[src/ccad_params.svh]
// constants for the configuration cycle address decoder
`ifndef CCAD_PARAMS_SVH
`define CCAD_PARAMS_SVH
`define CCAD_ADDR_PORT     16'h0cf8
`define CCAD_DATA_PORT     16'h0cfc
`define CCAD_ADDR_RESET    32'h0000_0000
`define CCAD_GATE_BIT      31
`define CCAD_BUS_HI        23
`define CCAD_BUS_LO        16
`define CCAD_DEV_HI        15
`define CCAD_DEV_LO        11
`define CCAD_FUNC_HI       10
`define CCAD_FUNC_LO       8
`define CCAD_REG_HI        7
`define CCAD_REG_LO        2
`define CCAD_WR_MASK       32'h80ff_fffc
`define CCAD_INT_DEV_LAST  5'h02
`define CCAD_PRIMARY_BUS   8'h00
`endif

[src/ccad_pkg.sv]
// types for the configuration cycle address decoder
`default_nettype none
package ccad_pkg;
   typedef enum logic [2:0] {
      CCAD_TGT_NONE,
      CCAD_TGT_INTERNAL,
      CCAD_TGT_HUB_A,
      CCAD_TGT_HUB_B,
      CCAD_TGT_GFX,
      CCAD_TGT_IO_PASS
   } ccad_target_t;

   // host i/o request
   typedef struct packed {
      logic        valid;
      logic        write;
      logic [15:0] port;
      logic [3:0]  byte_en;
      logic [31:0] wdata;
   } ccad_io_req_t;

   // outgoing downstream cycle
   typedef struct packed {
      logic         valid;
      ccad_target_t target;
      logic         is_config;
      logic         type1;
      logic         write;
      logic [1:0]   int_func;
      logic [31:0]  addr;
      logic [3:0]   byte_en;
      logic [31:0]  wdata;
   } ccad_cycle_t;
endpackage : ccad_pkg
`default_nettype wire

[src/ccad_decoder.sv]
// host i/o configuration address and data port decoder
//
// Contract
// - address register claimed only for full dword access; bits 31 and 23:2 rw
// - byte or word access to address port passes downstream as an i/o pass cycle
// - bit 31 gates translation of data window accesses
// - bits 30:24 read zero; bits 1:0 reserved
// - bus zero, device three or more: forward cycle on hub a
// - bus zero, device 0..2: select internal function, kept internal
// - bus equals graphics secondary: type 0 on graphics port
// - bus in graphics secondary..subordinate range: type 1 on graphics
// - bus equals hub b secondary: type 0 on hub b
// - bus in hub b range: type 1 on hub b
// - nonzero bus outside both ranges goes to hub a
// - graphics type 0 with bit 15 clear: bits 14:11 pick one select among 31:16
// - hub cycles carry device field on address 15:11
// - function field on address 10:8 for all config cycles
// - internal function accesses with nonzero function ignored
// - register field drives address 7:2
// - gate set: data window access becomes config cycle
// - graphics bridge primary bus number is hardwired zero
`timescale 1ns/1ps
`default_nettype none
`include "ccad_params.svh"
module ccad_decoder
(
   // clock and reset
   input  wire logic                 core_clk,
   input  wire logic                 rst_n,
   // host i/o request
   input  wire ccad_pkg::ccad_io_req_t io_req,
   // bridge bus number windows
   input  wire logic [7:0]           gfx_sec_bus,
   input  wire logic [7:0]           gfx_sub_bus,
   input  wire logic [7:0]           hubb_sec_bus,
   input  wire logic [7:0]           hubb_sub_bus,
   // downstream completion
   input  wire logic                 cyc_done,
   input  wire logic [31:0]          cyc_rdata,
   // host answer
   output logic                      io_ack,
   output logic [31:0]               io_rdata,
   output logic                      io_busy,
   // downstream cycle
   output ccad_pkg::ccad_cycle_t     cyc_out,
   // state
   output logic [31:0]               addr_sel_out,
   output logic [7:0]                gfx_primary_bus
);
   typedef enum logic [1:0] {
      CCAD_IDLE,
      CCAD_WAIT
   } ccad_state_t;

   ccad_state_t            state_q;
   logic [31:0]            addr_q;
   ccad_pkg::ccad_cycle_t  cyc_q;
   ccad_pkg::ccad_cycle_t  cyc_d;
   logic                   ack_q;
   logic [31:0]            rdata_q;
   logic                   busy_q;
   ccad_pkg::ccad_target_t tgt;
   logic                   type1;
   logic [1:0]             int_func;
   logic [31:0]            route_addr;
   logic                   take;
   logic                   is_addr;
   logic                   is_data;
   logic                   full_dw;

   ccad_route u_route
   (
      .addr_sel     (addr_q),
      .gfx_sec_bus  (gfx_sec_bus),
      .gfx_sub_bus  (gfx_sub_bus),
      .hubb_sec_bus (hubb_sec_bus),
      .hubb_sub_bus (hubb_sub_bus),
      .target       (tgt),
      .type1        (type1),
      .int_func     (int_func),
      .out_addr     (route_addr)
   );

   assign take    = io_req.valid && (state_q == CCAD_IDLE);
   assign is_addr = (io_req.port == `CCAD_ADDR_PORT);
   assign is_data = (io_req.port == `CCAD_DATA_PORT);
   assign full_dw = (io_req.byte_en == 4'hf);

   // address register
   always_ff @(posedge core_clk)
   begin
      if (!rst_n)
         addr_q <= `CCAD_ADDR_RESET;
      else if (take && is_addr && full_dw && io_req.write)
         addr_q <= io_req.wdata & `CCAD_WR_MASK;
   end

   // next downstream cycle
   always_comb
   begin
      cyc_d           = '0;
      cyc_d.write     = io_req.write;
      cyc_d.byte_en   = io_req.byte_en;
      cyc_d.wdata     = io_req.wdata;
      cyc_d.addr      = {16'h0000, io_req.port};
      cyc_d.target    = ccad_pkg::CCAD_TGT_IO_PASS;
      if (take)
      begin
         if (is_addr && !full_dw)
            cyc_d.valid = 1'b1;
         else if (is_data && addr_q[`CCAD_GATE_BIT])
         begin
            cyc_d.valid     = (tgt != ccad_pkg::CCAD_TGT_NONE);
            cyc_d.target    = tgt;
            cyc_d.is_config = 1'b1;
            cyc_d.type1     = type1;
            cyc_d.int_func  = int_func;
            cyc_d.addr      = route_addr;
         end
         else if (!is_addr)
            cyc_d.valid = 1'b1;
      end
   end

   // control state
   always_ff @(posedge core_clk)
   begin
      if (!rst_n)
         state_q <= CCAD_IDLE;
      else
      begin
         unique case (state_q)
            CCAD_IDLE:
               if (cyc_d.valid)
                  state_q <= CCAD_WAIT;
            CCAD_WAIT:
               if (cyc_done)
                  state_q <= CCAD_IDLE;
         endcase
      end
   end

   // downstream cycle register
   always_ff @(posedge core_clk)
   begin
      if (!rst_n)
         cyc_q <= '0;
      else if (state_q == CCAD_IDLE)
         cyc_q <= cyc_d;
      else if (cyc_done)
         cyc_q <= '0;
   end

   // host answer
   always_ff @(posedge core_clk)
   begin
      if (!rst_n)
      begin
         ack_q   <= 1'b0;
         rdata_q <= 32'h0000_0000;
         busy_q  <= 1'b0;
      end
      else
      begin
         ack_q   <= 1'b0;
         busy_q  <= (state_q == CCAD_IDLE) ? cyc_d.valid : !cyc_done;
         if (state_q == CCAD_WAIT && cyc_done)
         begin
            ack_q   <= 1'b1;
            rdata_q <= cyc_q.write ? 32'h0000_0000 : cyc_rdata;
         end
         else if (take && !cyc_d.valid)
         begin
            ack_q   <= 1'b1;
            if (is_addr)
               rdata_q <= io_req.write ? 32'h0000_0000 : addr_q;
            else
               rdata_q <= 32'hffff_ffff;
         end
      end
   end

   always_ff @(posedge core_clk)
   begin
      gfx_primary_bus <= `CCAD_PRIMARY_BUS;
   end

   always_ff @(posedge core_clk)
   begin
      if (!rst_n)
         addr_sel_out <= `CCAD_ADDR_RESET;
      else
         addr_sel_out <= addr_q & `CCAD_WR_MASK;
   end

   assign io_ack   = ack_q;
   assign io_rdata = rdata_q;
   assign io_busy  = busy_q;
   assign cyc_out  = cyc_q;
endmodule : ccad_decoder
`default_nettype wire

[src/ccad_route.sv]
// combinational target and address decode of the address register
`timescale 1ns/1ps
`default_nettype none
`include "ccad_params.svh"
module ccad_route
(
   // address register and bridge windows
   input  wire logic [31:0]        addr_sel,
   input  wire logic [7:0]         gfx_sec_bus,
   input  wire logic [7:0]         gfx_sub_bus,
   input  wire logic [7:0]         hubb_sec_bus,
   input  wire logic [7:0]         hubb_sub_bus,
   // decode result
   output ccad_pkg::ccad_target_t  target,
   output logic                    type1,
   output logic [1:0]              int_func,
   output logic [31:0]             out_addr
);
   logic [7:0] bus;
   logic [4:0] dev;
   logic [2:0] func;
   logic [5:0] regn;
   logic       gfx_t0;
   logic       gfx_t1;
   logic       hb_t0;
   logic       hb_t1;

   assign bus  = addr_sel[`CCAD_BUS_HI:`CCAD_BUS_LO];
   assign dev  = addr_sel[`CCAD_DEV_HI:`CCAD_DEV_LO];
   assign func = addr_sel[`CCAD_FUNC_HI:`CCAD_FUNC_LO];
   assign regn = addr_sel[`CCAD_REG_HI:`CCAD_REG_LO];

   function automatic logic in_range(input logic [7:0] b,
                                     input logic [7:0] lo,
                                     input logic [7:0] hi);
      in_range = (b > lo) && (b <= hi);
   endfunction : in_range

   // type 1 address: bus, device, function, register, then 01
   function automatic logic [31:0] t1_addr(input logic [31:0] s);
      t1_addr = {8'h00, s[23:2], 2'b01};
   endfunction : t1_addr

   assign gfx_t0 = (bus == gfx_sec_bus);
   assign gfx_t1 = in_range(bus, gfx_sec_bus, gfx_sub_bus);
   assign hb_t0  = (bus == hubb_sec_bus);
   assign hb_t1  = in_range(bus, hubb_sec_bus, hubb_sub_bus);

   always_comb
   begin
      target   = ccad_pkg::CCAD_TGT_HUB_A;
      type1    = 1'b0;
      int_func = dev[1:0];
      out_addr = {16'h0000, dev, func, regn, 2'b00};
      if (bus == `CCAD_PRIMARY_BUS)
      begin
         if (dev <= `CCAD_INT_DEV_LAST)
         begin
            if (func == 3'h0)
               target = ccad_pkg::CCAD_TGT_INTERNAL;
            else
               target = ccad_pkg::CCAD_TGT_NONE;
         end
         else
            target = ccad_pkg::CCAD_TGT_HUB_A;
      end
      else if (gfx_t0 || gfx_t1)
      begin
         target = ccad_pkg::CCAD_TGT_GFX;
         type1  = gfx_t1 && !gfx_t0;
         if (gfx_t0)
         begin
            if (!dev[4])
               out_addr[31:16] = 16'h0001 << dev[3:0];
            out_addr[15:11] = 5'h00;
         end
         else
            out_addr = t1_addr(addr_sel);
      end
      else if (hb_t0 || hb_t1)
      begin
         target = ccad_pkg::CCAD_TGT_HUB_B;
         type1  = hb_t1 && !hb_t0;
         if (type1)
            out_addr = t1_addr(addr_sel);
      end
      else
      begin
         target   = ccad_pkg::CCAD_TGT_HUB_A;
         type1    = 1'b1;
         out_addr = t1_addr(addr_sel);
      end
   end
endmodule : ccad_route
`default_nettype wire

[config.mk]
export PLATFORM = sky130hd
export DESIGN_NAME = ccad_decoder
export DESIGN_NICKNAME = d
export VERILOG_FILES = /design/src/ccad_pkg.sv /design/src/ccad_decoder.sv /design/src/ccad_route.sv
export VERILOG_INCLUDE_DIRS = /design/src
export SDC_FILE = /design/constraint.sdc
export NUM_CORES = 1
export LEC_CHECK = 0
export ABC_AREA = 1
export BUFFER_PORTS_ARGS = -buffer_cell sky130_fd_sc_hd__buf_2
export CORE_MARGIN = 3
export CORE_UTILIZATION = 40
export CTS_BUF_LIST = sky130_fd_sc_hd__clkbuf_4
export DETAILED_ROUTE_END_ITERATION = 8
export PLACE_DENSITY = 0.64
export SETUP_SLACK_MARGIN = 0.02
export SLEW_MARGIN = 10
export SYNTH_ARGS = -nofsm -noshare
export SYNTH_HDL_FRONTEND = slang
export SYNTH_HIERARCHICAL = 1
export SYNTH_SLANG_ARGS = --single-unit
export TNS_END_PERCENT = 5
[constraint.sdc]
create_clock -name core_clk -period 5.5 [get_ports core_clk]
set_input_delay 0.55 -clock core_clk [delete_from_list [all_inputs] [get_ports core_clk]]
set_output_delay 0.55 -clock core_clk [all_outputs]
set_load 0.03 [all_outputs]
# Yosys cells after proc, flatten, opt, wreduce, memory -nomap -nowiden
# Cells that the tools add are included.
[totals] register_bits=168 out_inout_bits=151 word_cells=93
[op_classes] n_lt_le_gt_ge=5 n_eq_ne=8 n_shift=1 n_mux=37 n_reduce_logical=26
[ops] op="32-bit 2-to-1 mux" n=7
[ops] op="77-bit 2-to-1 mux" n=2
[ops] op="34-bit 2-to-1 mux" n=3
[ops] op="24-bit 2-to-1 mux" n=2
[ops] op="16-bit by 12-bit equality test with 1-bit output, second input constant" n=2
[ops] op="21-bit 2-to-1 mux" n=1
[ops] op="8-bit equality test" n=2
[ops] op="8-bit > comparator" n=2
[ops] op="8-bit less-or-equal comparator" n=2
[ops] op="16-bit 2-to-1 mux" n=1
[ops] op="1-bit by 4-bit left shift with 16-bit output, first input constant" n=1
[ops] op="1-bit logical AND" n=12
[ops] op="1-bit 2-to-1 mux" n=12
[ops] op="5-bit 2-to-1 mux" n=2
[ops] op="8-bit logical NOT" n=1
[ops] op="2-bit 2-to-1 mux" n=3
[ops] op="3-bit 2-to-1 mux" n=2
[ops] op="6-bit 2-to-1 mux" n=1
[ops] op="5-bit by 2-bit less-or-equal comparator with 1-bit output, second input constant" n=1
[ops] op="1-bit logical NOT" n=5
[ops] op="4-bit equality test, second input constant" n=1
[ops] op="2-bit inequality test, second input constant" n=2
[ops] op="2-bit case mux with 2 select lines" n=1
[ops] op="2-bit nonzero test" n=2
[ops] op="6 further kinds" n=7

# Logic depth before layout (Yosys ltp)
[logic_depth] depth_word=14 ltp_mapped=22 mapped_depth_nobuf=21

# Modules after synthesis
# Netlist, hierarchy kept.
[by_module_without_submodules] module="ccad_decoder" n_inst=1 cells_per_inst=864 area_each_um2=6502.5
[by_module_without_submodules] module="ccad_route" n_inst=1 cells_per_inst=251 area_each_um2=1496.4

# Worst setup path after synthesis
# OpenSTA, ideal clock, no wires.
[synth_timing] path_type="input to register" start="input gfx_sec_bus[3]" end="register rdata_q[15], in the netlist io_rdata[15]" setup_time_ps=112 arrival_time_ps=2338 required_ps=5388 setup_slack_ps=3050 stages=20 path_buffers=1 path_cell_list="inv_1 -> ha_1 -> nand2_1 -> nor2_2 -> nand2_4 -> inv_2 -> nor2_4 -> inv_2 -> a21oi_2 -> nand2_1 -> nand2_1 -> nor3_1 -> nand3_1 -> nand2_2 -> nand3_4 -> nand2_4 -> inv_4 -> buf_6 -> nor2_2 -> nor2_1"
[synth_between] elab_chain_len=12 elab_cells_between_ends=13 classes_between="order compare: 1; eq/ne: 1; mux: 5; reduce/logical: 6"
[synth_rtl] element="start, declared" line_no="ccad_decoder.sv:33" text="input wire logic [7:0] gfx_sec_bus,"
[synth_rtl] element="8-bit > comparator" line_no="ccad_route.sv:36" text="in_range = (b > lo) && (b <= hi);"
[synth_rtl] element="1-bit logical AND" line_no="ccad_route.sv:36"
[synth_rtl] element="1-bit logical OR (*)" line_no="ccad_route.sv:67" text="else if (gfx_t0 || gfx_t1)"
[synth_rtl] element="3-bit 2-to-1 mux (*)" line_no="ccad_route.sv:67"
[synth_rtl] element="3-bit 2-to-1 mux (*)" line_no="ccad_route.sv:55" text="if (bus == `CCAD_PRIMARY_BUS)"
[synth_rtl] element="named net tgt[0]" line_no="ccad_decoder.sv:62" text="ccad_pkg::ccad_target_t tgt;"
[synth_rtl] element="3-bit nonzero test (*)" line_no="ccad_decoder.sv:113" text="cyc_d.valid = (tgt != ccad_pkg::CCAD_TGT_NONE);"
[synth_rtl] element="1-bit 2-to-1 mux (*)" line_no="ccad_decoder.sv:111" text="else if (is_data && addr_q[`CCAD_GATE_BIT])"
[synth_rtl] element="1-bit 2-to-1 mux (*)" line_no="ccad_decoder.sv:109" text="if (is_addr && !full_dw)"
[synth_rtl] element="6-bit 2-to-1 mux (*)" line_no="ccad_decoder.sv:107" text="if (take)"
[synth_rtl] element="1-bit logical NOT (*)" line_no="ccad_decoder.sv:172" text="else if (take && !cyc_d.valid)"
[synth_rtl] element="1-bit logical AND (*)" line_no="ccad_decoder.sv:172"
[synth_rtl] element="2-bit nonzero test (no line) (*)"
[synth_rtl] element="end signal, assigned" line_no="ccad_decoder.sv:170" text="rdata_q <= cyc_q.write ? 32'h0000_0000 : cyc_rdata;"
[synth_rtl] element="end signal, assigned" line_no="ccad_decoder.sv:176" text="rdata_q <= io_req.write ? 32'h0000_0000 : addr_q;"
[synth_rtl] element="end, declared" line_no="ccad_decoder.sv:60" text="logic [31:0] rdata_q;"
# The timed path passes the listed nets; every way through them passes the cells marked *.
# A chain may end at the register's enable or synchronous reset.

# Final worst setup path
[layout_timing] start="register addr_q[21]" end="register rdata_q[23], in the netlist io_rdata[23]"
[layout_between] elab_cells_between_ends=21 classes_between="order compare: 4; eq/ne: 2; mux: 6; reduce/logical: 9"
[layout_lines] element="start, declared" line_no="ccad_decoder.sv:56" text="logic [31:0] addr_q;"
[layout_lines] element="start signal, assigned" line_no="ccad_decoder.sv:93" text="addr_q <= `CCAD_ADDR_RESET;"
[layout_lines] element="start signal, assigned" line_no="ccad_decoder.sv:95" text="addr_q <= io_req.wdata & `CCAD_WR_MASK;"
[layout_lines] element="8-bit > comparator / 8-bit less-or-equal comparator (equally long branches)" line_no="ccad_route.sv:36"
[layout_lines] element="1-bit logical AND" line_no="ccad_route.sv:36"
[layout_lines] element="1-bit logical OR" line_no="ccad_route.sv:67"
[layout_lines] element="3-bit 2-to-1 mux" line_no="ccad_route.sv:67"
[layout_lines] element="3-bit 2-to-1 mux (*)" line_no="ccad_route.sv:55"
[layout_lines] element="named net tgt[1]" line_no="ccad_decoder.sv:62"
[layout_lines] element="3-bit nonzero test (*)" line_no="ccad_decoder.sv:113"
[layout_lines] element="1-bit 2-to-1 mux (*)" line_no="ccad_decoder.sv:111"
[layout_lines] element="1-bit 2-to-1 mux (*)" line_no="ccad_decoder.sv:109"
[layout_lines] element="6-bit 2-to-1 mux (*)" line_no="ccad_decoder.sv:107"
[layout_lines] element="1-bit logical NOT (*)" line_no="ccad_decoder.sv:172"
[layout_lines] element="1-bit logical AND (*)" line_no="ccad_decoder.sv:172"
[layout_lines] element="2-bit nonzero test (no line) (*)"
# Marks and branches as above.

==> results.tsv <==
stage	metric	value	unit
outcome	status	complete, no violations	
timing	worst clock skew	20.9	ps
timing	slew at the pin closest to its max-slew limit	1140	ps
detailed_routing	number of iterations in the first detailed-routing pass	5	
die	vertical extent of the die	147	µm
clocking	clock latency on the worst-skew pair	550	ps
power_and_ir_drop	leak pwr	4.79	nW
synthesis	sequential fraction of the synthesis area	0.395	
clocking	maximum count of clock buffers along a single path	2	
die	row count	51	
clocking	count of cells resized by post-cts repair	0	
placed_design	port bufs	254	
detailed_routing	average detailed-routed wire length per instance	15.3	µm
grt	Total Routing Usage GR	0.219	
grt	initial antenna violation count	1	
timing	setup-violating endpoint count in the final report	0	
clocking	CTS root buffer	sky130_fd_sc_hd__clkbuf_4	
synthesis	Post-Syn Instances	1115	
placed_design	Setup Slack @ Placement	2040	ps
final_layout	final-layout fill cell count	2090	
worst_setup_path	launch point of the worst reg-to-reg path	addr_q[21]	
synthesis	flip-flop and latch count after synthesis	158	
clocking	clock transition at the register clock pins on the worst setup and hold paths after CTS	150	ps
worst_setup_path	signal arrival time at the worst endpoint	3860	ps
detailed_routing	via count of the routed design	7746	
detailed_routing	mean number of vias per cell	4.86	
timing	number of hold violations in the final report	0	
synthesis	Avg Cell Area, Syn	7.17	µm²
synthesis	Syn Std Cell Area	8000	µm²
grt	largest net degree at the start of global routing	61	
min_path	Hold Path Cell Cnt	3	
timing	unrepaired setup endpoints after global routing	no	
min_path	hold_sp	io_req[0]	
worst_setup_path	critical path launch point type	register	
detailed_routing	Post-Route WL	24400	µm
worst_setup_path	register-to-register setup slack	2090	ps
grt	first-pass GRT wire length	38100	µm
timing	Setup Total Neg Slack	0	ps
final_layout	share of post-route cells with drive strength above 1	0.274	
power_and_ir_drop	Cell Pwr Density	251	nW/µm²
die	I/O pin count	272	
worst_setup_path	Worst path max stage delay	660	ps
synthesis	async set-reset flop share out of synthesis	0	
worst_setup_path	biggest fanout along the worst timing path	31	
job	maximum capacitance violations	0	
die	die width	147	µm
synthesis	count of flip-flops with a built-in enable after synthesis	0	
die	placeable core area	19500	µm²
final_layout	area delta synth->final	18.5	%
power_and_ir_drop	total power after layout	2.38	mW
clocking	number of levels in the clock H-tree	4	
synthesis	Top FF cell, synth	sky130_fd_sc_hd__dfxtp_1	
placed_design	Detail Placement HPWL	17200	µm
die	Die Outline Area	21700	µm²
worst_setup_path	startpoint-to-endpoint class of the critical path	register to register	
clocking	postcts setup bufs	0	
clocking	Sinks on Clock Net	158	
placed_design	placed cell area	9160	µm²
worst_setup_path	type of destination of the critical path	register	
synthesis	Distinct cells, synth	39	
final_layout	area of the multi-input gates	3920	µm²
worst_setup_path	destination of the worst register-to-register timing path	io_rdata[23]	
power_and_ir_drop	worst-case vdd ir drop	0.125	mV
worst_setup_path	CP max stage cell	sky130_fd_sc_hd__dfxtp_1	
detailed_routing	count of unresolved DRC violations after routing	0	
worst_setup_path	WP data required	5950	ps
final_layout	FF/Latch Area	3160	µm²
synthesis	Synthesis Warnings	6	
grt	number of global-route vias before repair	7146	
die	Initial Utilization	0.410	
clocking	CTS tree	yes	
clocking	total CTS buffers	17	
timing	time the worst path needs with I/O delays and setup	3410	ps
timing	final critical-path share of the clock period	0.621	
clocking	quantity of hold-fixing buffers added after cts	0	
placed_design	final weighted congestion in routability-driven placement	0.857	
detailed_routing	antenna-violating nets left	0	
final_layout	Total Nets Final	1467	
timing	Slew Limit Fails	0	
worst_setup_path	R2R cell count	17	
final_layout	Layout Cell Area excl Fill	9480	µm²
worst_setup_path	crit-path cells	ha_1 -> a21oi_1 -> nor2_1 -> nor2_1 -> nand2_1 -> nand2_1 -> nand2_2 -> nand2_2 -> a21oi_1 -> nor3_1 -> nand3_1 -> nand2_2 -> nand3_4 -> nand2_4 -> inv_4 -> nor2_2 -> nor2_1	
min_path	worst min-delay path class	input port to register	
timing	final setup margin	2090	ps
min_path	sink of the worst hold path	cyc_out[0]	
detailed_routing	iteration-0 DRC count of the detailed router	436	
timing	Relative slew margins	0.237	
grt	gr ovfl total	0	
timing	maximum frequency from static timing analysis	293	MHz
[flip-flops by register name, summed over array words and instances, names as in the netlist]
register / flops
io_busy: 1
cyc_out: 77
io_ack: 1
addr_sel_out: 23
state_q: 1
addr_q: 23
io_rdata: 32
[per-layer routing]
layer	track usage	wire length (µm)
met5	0	0
met4	0.0634	442
met1	0.311	11400
met3	0.0481	1800
met2	0.335	10800
[worst max path at each step]
stage,cells after the start,endpoint,start
floorplan,20,io_rdata[15],gfx_sec_bus[3]
global placement,17,io_ack,addr_q[19]
detailed placement,17,io_rdata[24],addr_q[21]
CTS,17,io_rdata[2],addr_q[21]
global route,17,io_rdata[19],addr_q[21]
finish,17,io_rdata[23],addr_q[21]
[worst max-delay path, delay by kind of cell, from the launching register on]
| kind | cells | cell delay, ps |
|---|---|---|
| simple gates | 13 | 1790 |
| flops | 1 | 660 |
| fa+ha+maj | 1 | 340 |
| compound gates | 2 | 250 |
| buf+inv | 1 | 220 |
[synthesized netlist by cell type (2+ instances only)]
cell,instances,share of area
sky130_fd_sc_hd__a21oi_1,111,0.069
sky130_fd_sc_hd__nor3b_1,4,0.0038
sky130_fd_sc_hd__nor2_2,36,0.028
sky130_fd_sc_hd__o21a_1,2,0.0019
sky130_fd_sc_hd__o21ai_0,48,0.030
sky130_fd_sc_hd__buf_1,6,0.0028
sky130_fd_sc_hd__nand3b_1,29,0.027
sky130_fd_sc_hd__nor2_4,5,0.0070
sky130_fd_sc_hd__nor3_1,8,0.0050
sky130_fd_sc_hd__nand2_1,309,0.15
sky130_fd_sc_hd__nand4_1,15,0.012
sky130_fd_sc_hd__o21ai_1,3,0.0019
sky130_fd_sc_hd__nor2_1,58,0.027
sky130_fd_sc_hd__buf_6,7,0.0099
sky130_fd_sc_hd__nand2_4,2,0.0028
sky130_fd_sc_hd__nand3_1,42,0.026
sky130_fd_sc_hd__a31oi_1,8,0.0063
sky130_fd_sc_hd__nand2_2,5,0.0039
sky130_fd_sc_hd__a32oi_1,15,0.016
sky130_fd_sc_hd__dfxtp_1,158,0.40
sky130_fd_sc_hd__ha_1,32,0.050
sky130_fd_sc_hd__buf_2,8,0.0050
sky130_fd_sc_hd__buf_4,34,0.032
sky130_fd_sc_hd__clkbuf_1,39,0.018
sky130_fd_sc_hd__nor4_1,3,0.0023
sky130_fd_sc_hd__inv_2,14,0.0066
sky130_fd_sc_hd__conb_1,2,0.00094
sky130_fd_sc_hd__inv_1,101,0.047
[through the flow]
step           hold slack, ps   util  cells
6_report                  226  0.485   1593
5_1_grt                   154  0.485   1593
4_1_cts                   149  0.485   1592
3_5_place_dp              450  0.469   1560
3_3_place_gp              446  0.469   1560
2_1_floorplan             433      -   1131
[report_power, final]
group / internal (mW) / switching, mW
Combinational: 0.117 / 0.265
Sequential: 1.19 / 0.0234
Clock: 0.324 / 0.459
[kinds of logic (layout without fill, tap and decap cells)]
| group | count (synthesis) | in the layout | synth area share |
|---|---|---|---|
| other cells | 2 | 19 | 0.000939 |
| buf+inv | 211 | 407 | 0.123 |
| flops | 158 | 158 | 0.395 |
| fa+ha+maj | 32 | 32 | 0.0501 |
| compound gates | 191 | 191 | 0.130 |
| simple gates | 521 | 521 | 0.301 |
[area by class of cell]
cell class	instances	share of cell area
Timing Repair Buffer	258	0.138
Sequential cell	158	0.334
Tap cell	265	0.0350
Clock inverter	15	0.0194
Clock buffer	17	0.0135
Antenna cell	1	0.000264
Multi-Input combinational cell	762	0.414
Inverter	117	0.0466
[cell usage in the layout (no fill, tap or decap), types with 17 or more instances in the layout]
cell type                  count
sky130_fd_sc_hd__conb_1       18
sky130_fd_sc_hd__dfxtp_1     158
sky130_fd_sc_hd__inv_1       100
sky130_fd_sc_hd__ha_1         32
sky130_fd_sc_hd__nand3b_1     29
sky130_fd_sc_hd__nor2_1       56
sky130_fd_sc_hd__clkbuf_4     17
sky130_fd_sc_hd__a21oi_1     111
sky130_fd_sc_hd__buf_2       253
sky130_fd_sc_hd__nand2_1     308
sky130_fd_sc_hd__nor2_2       37
sky130_fd_sc_hd__nand3_1      42
sky130_fd_sc_hd__o21ai_0      48
Power figures use the tool's default switching activity.
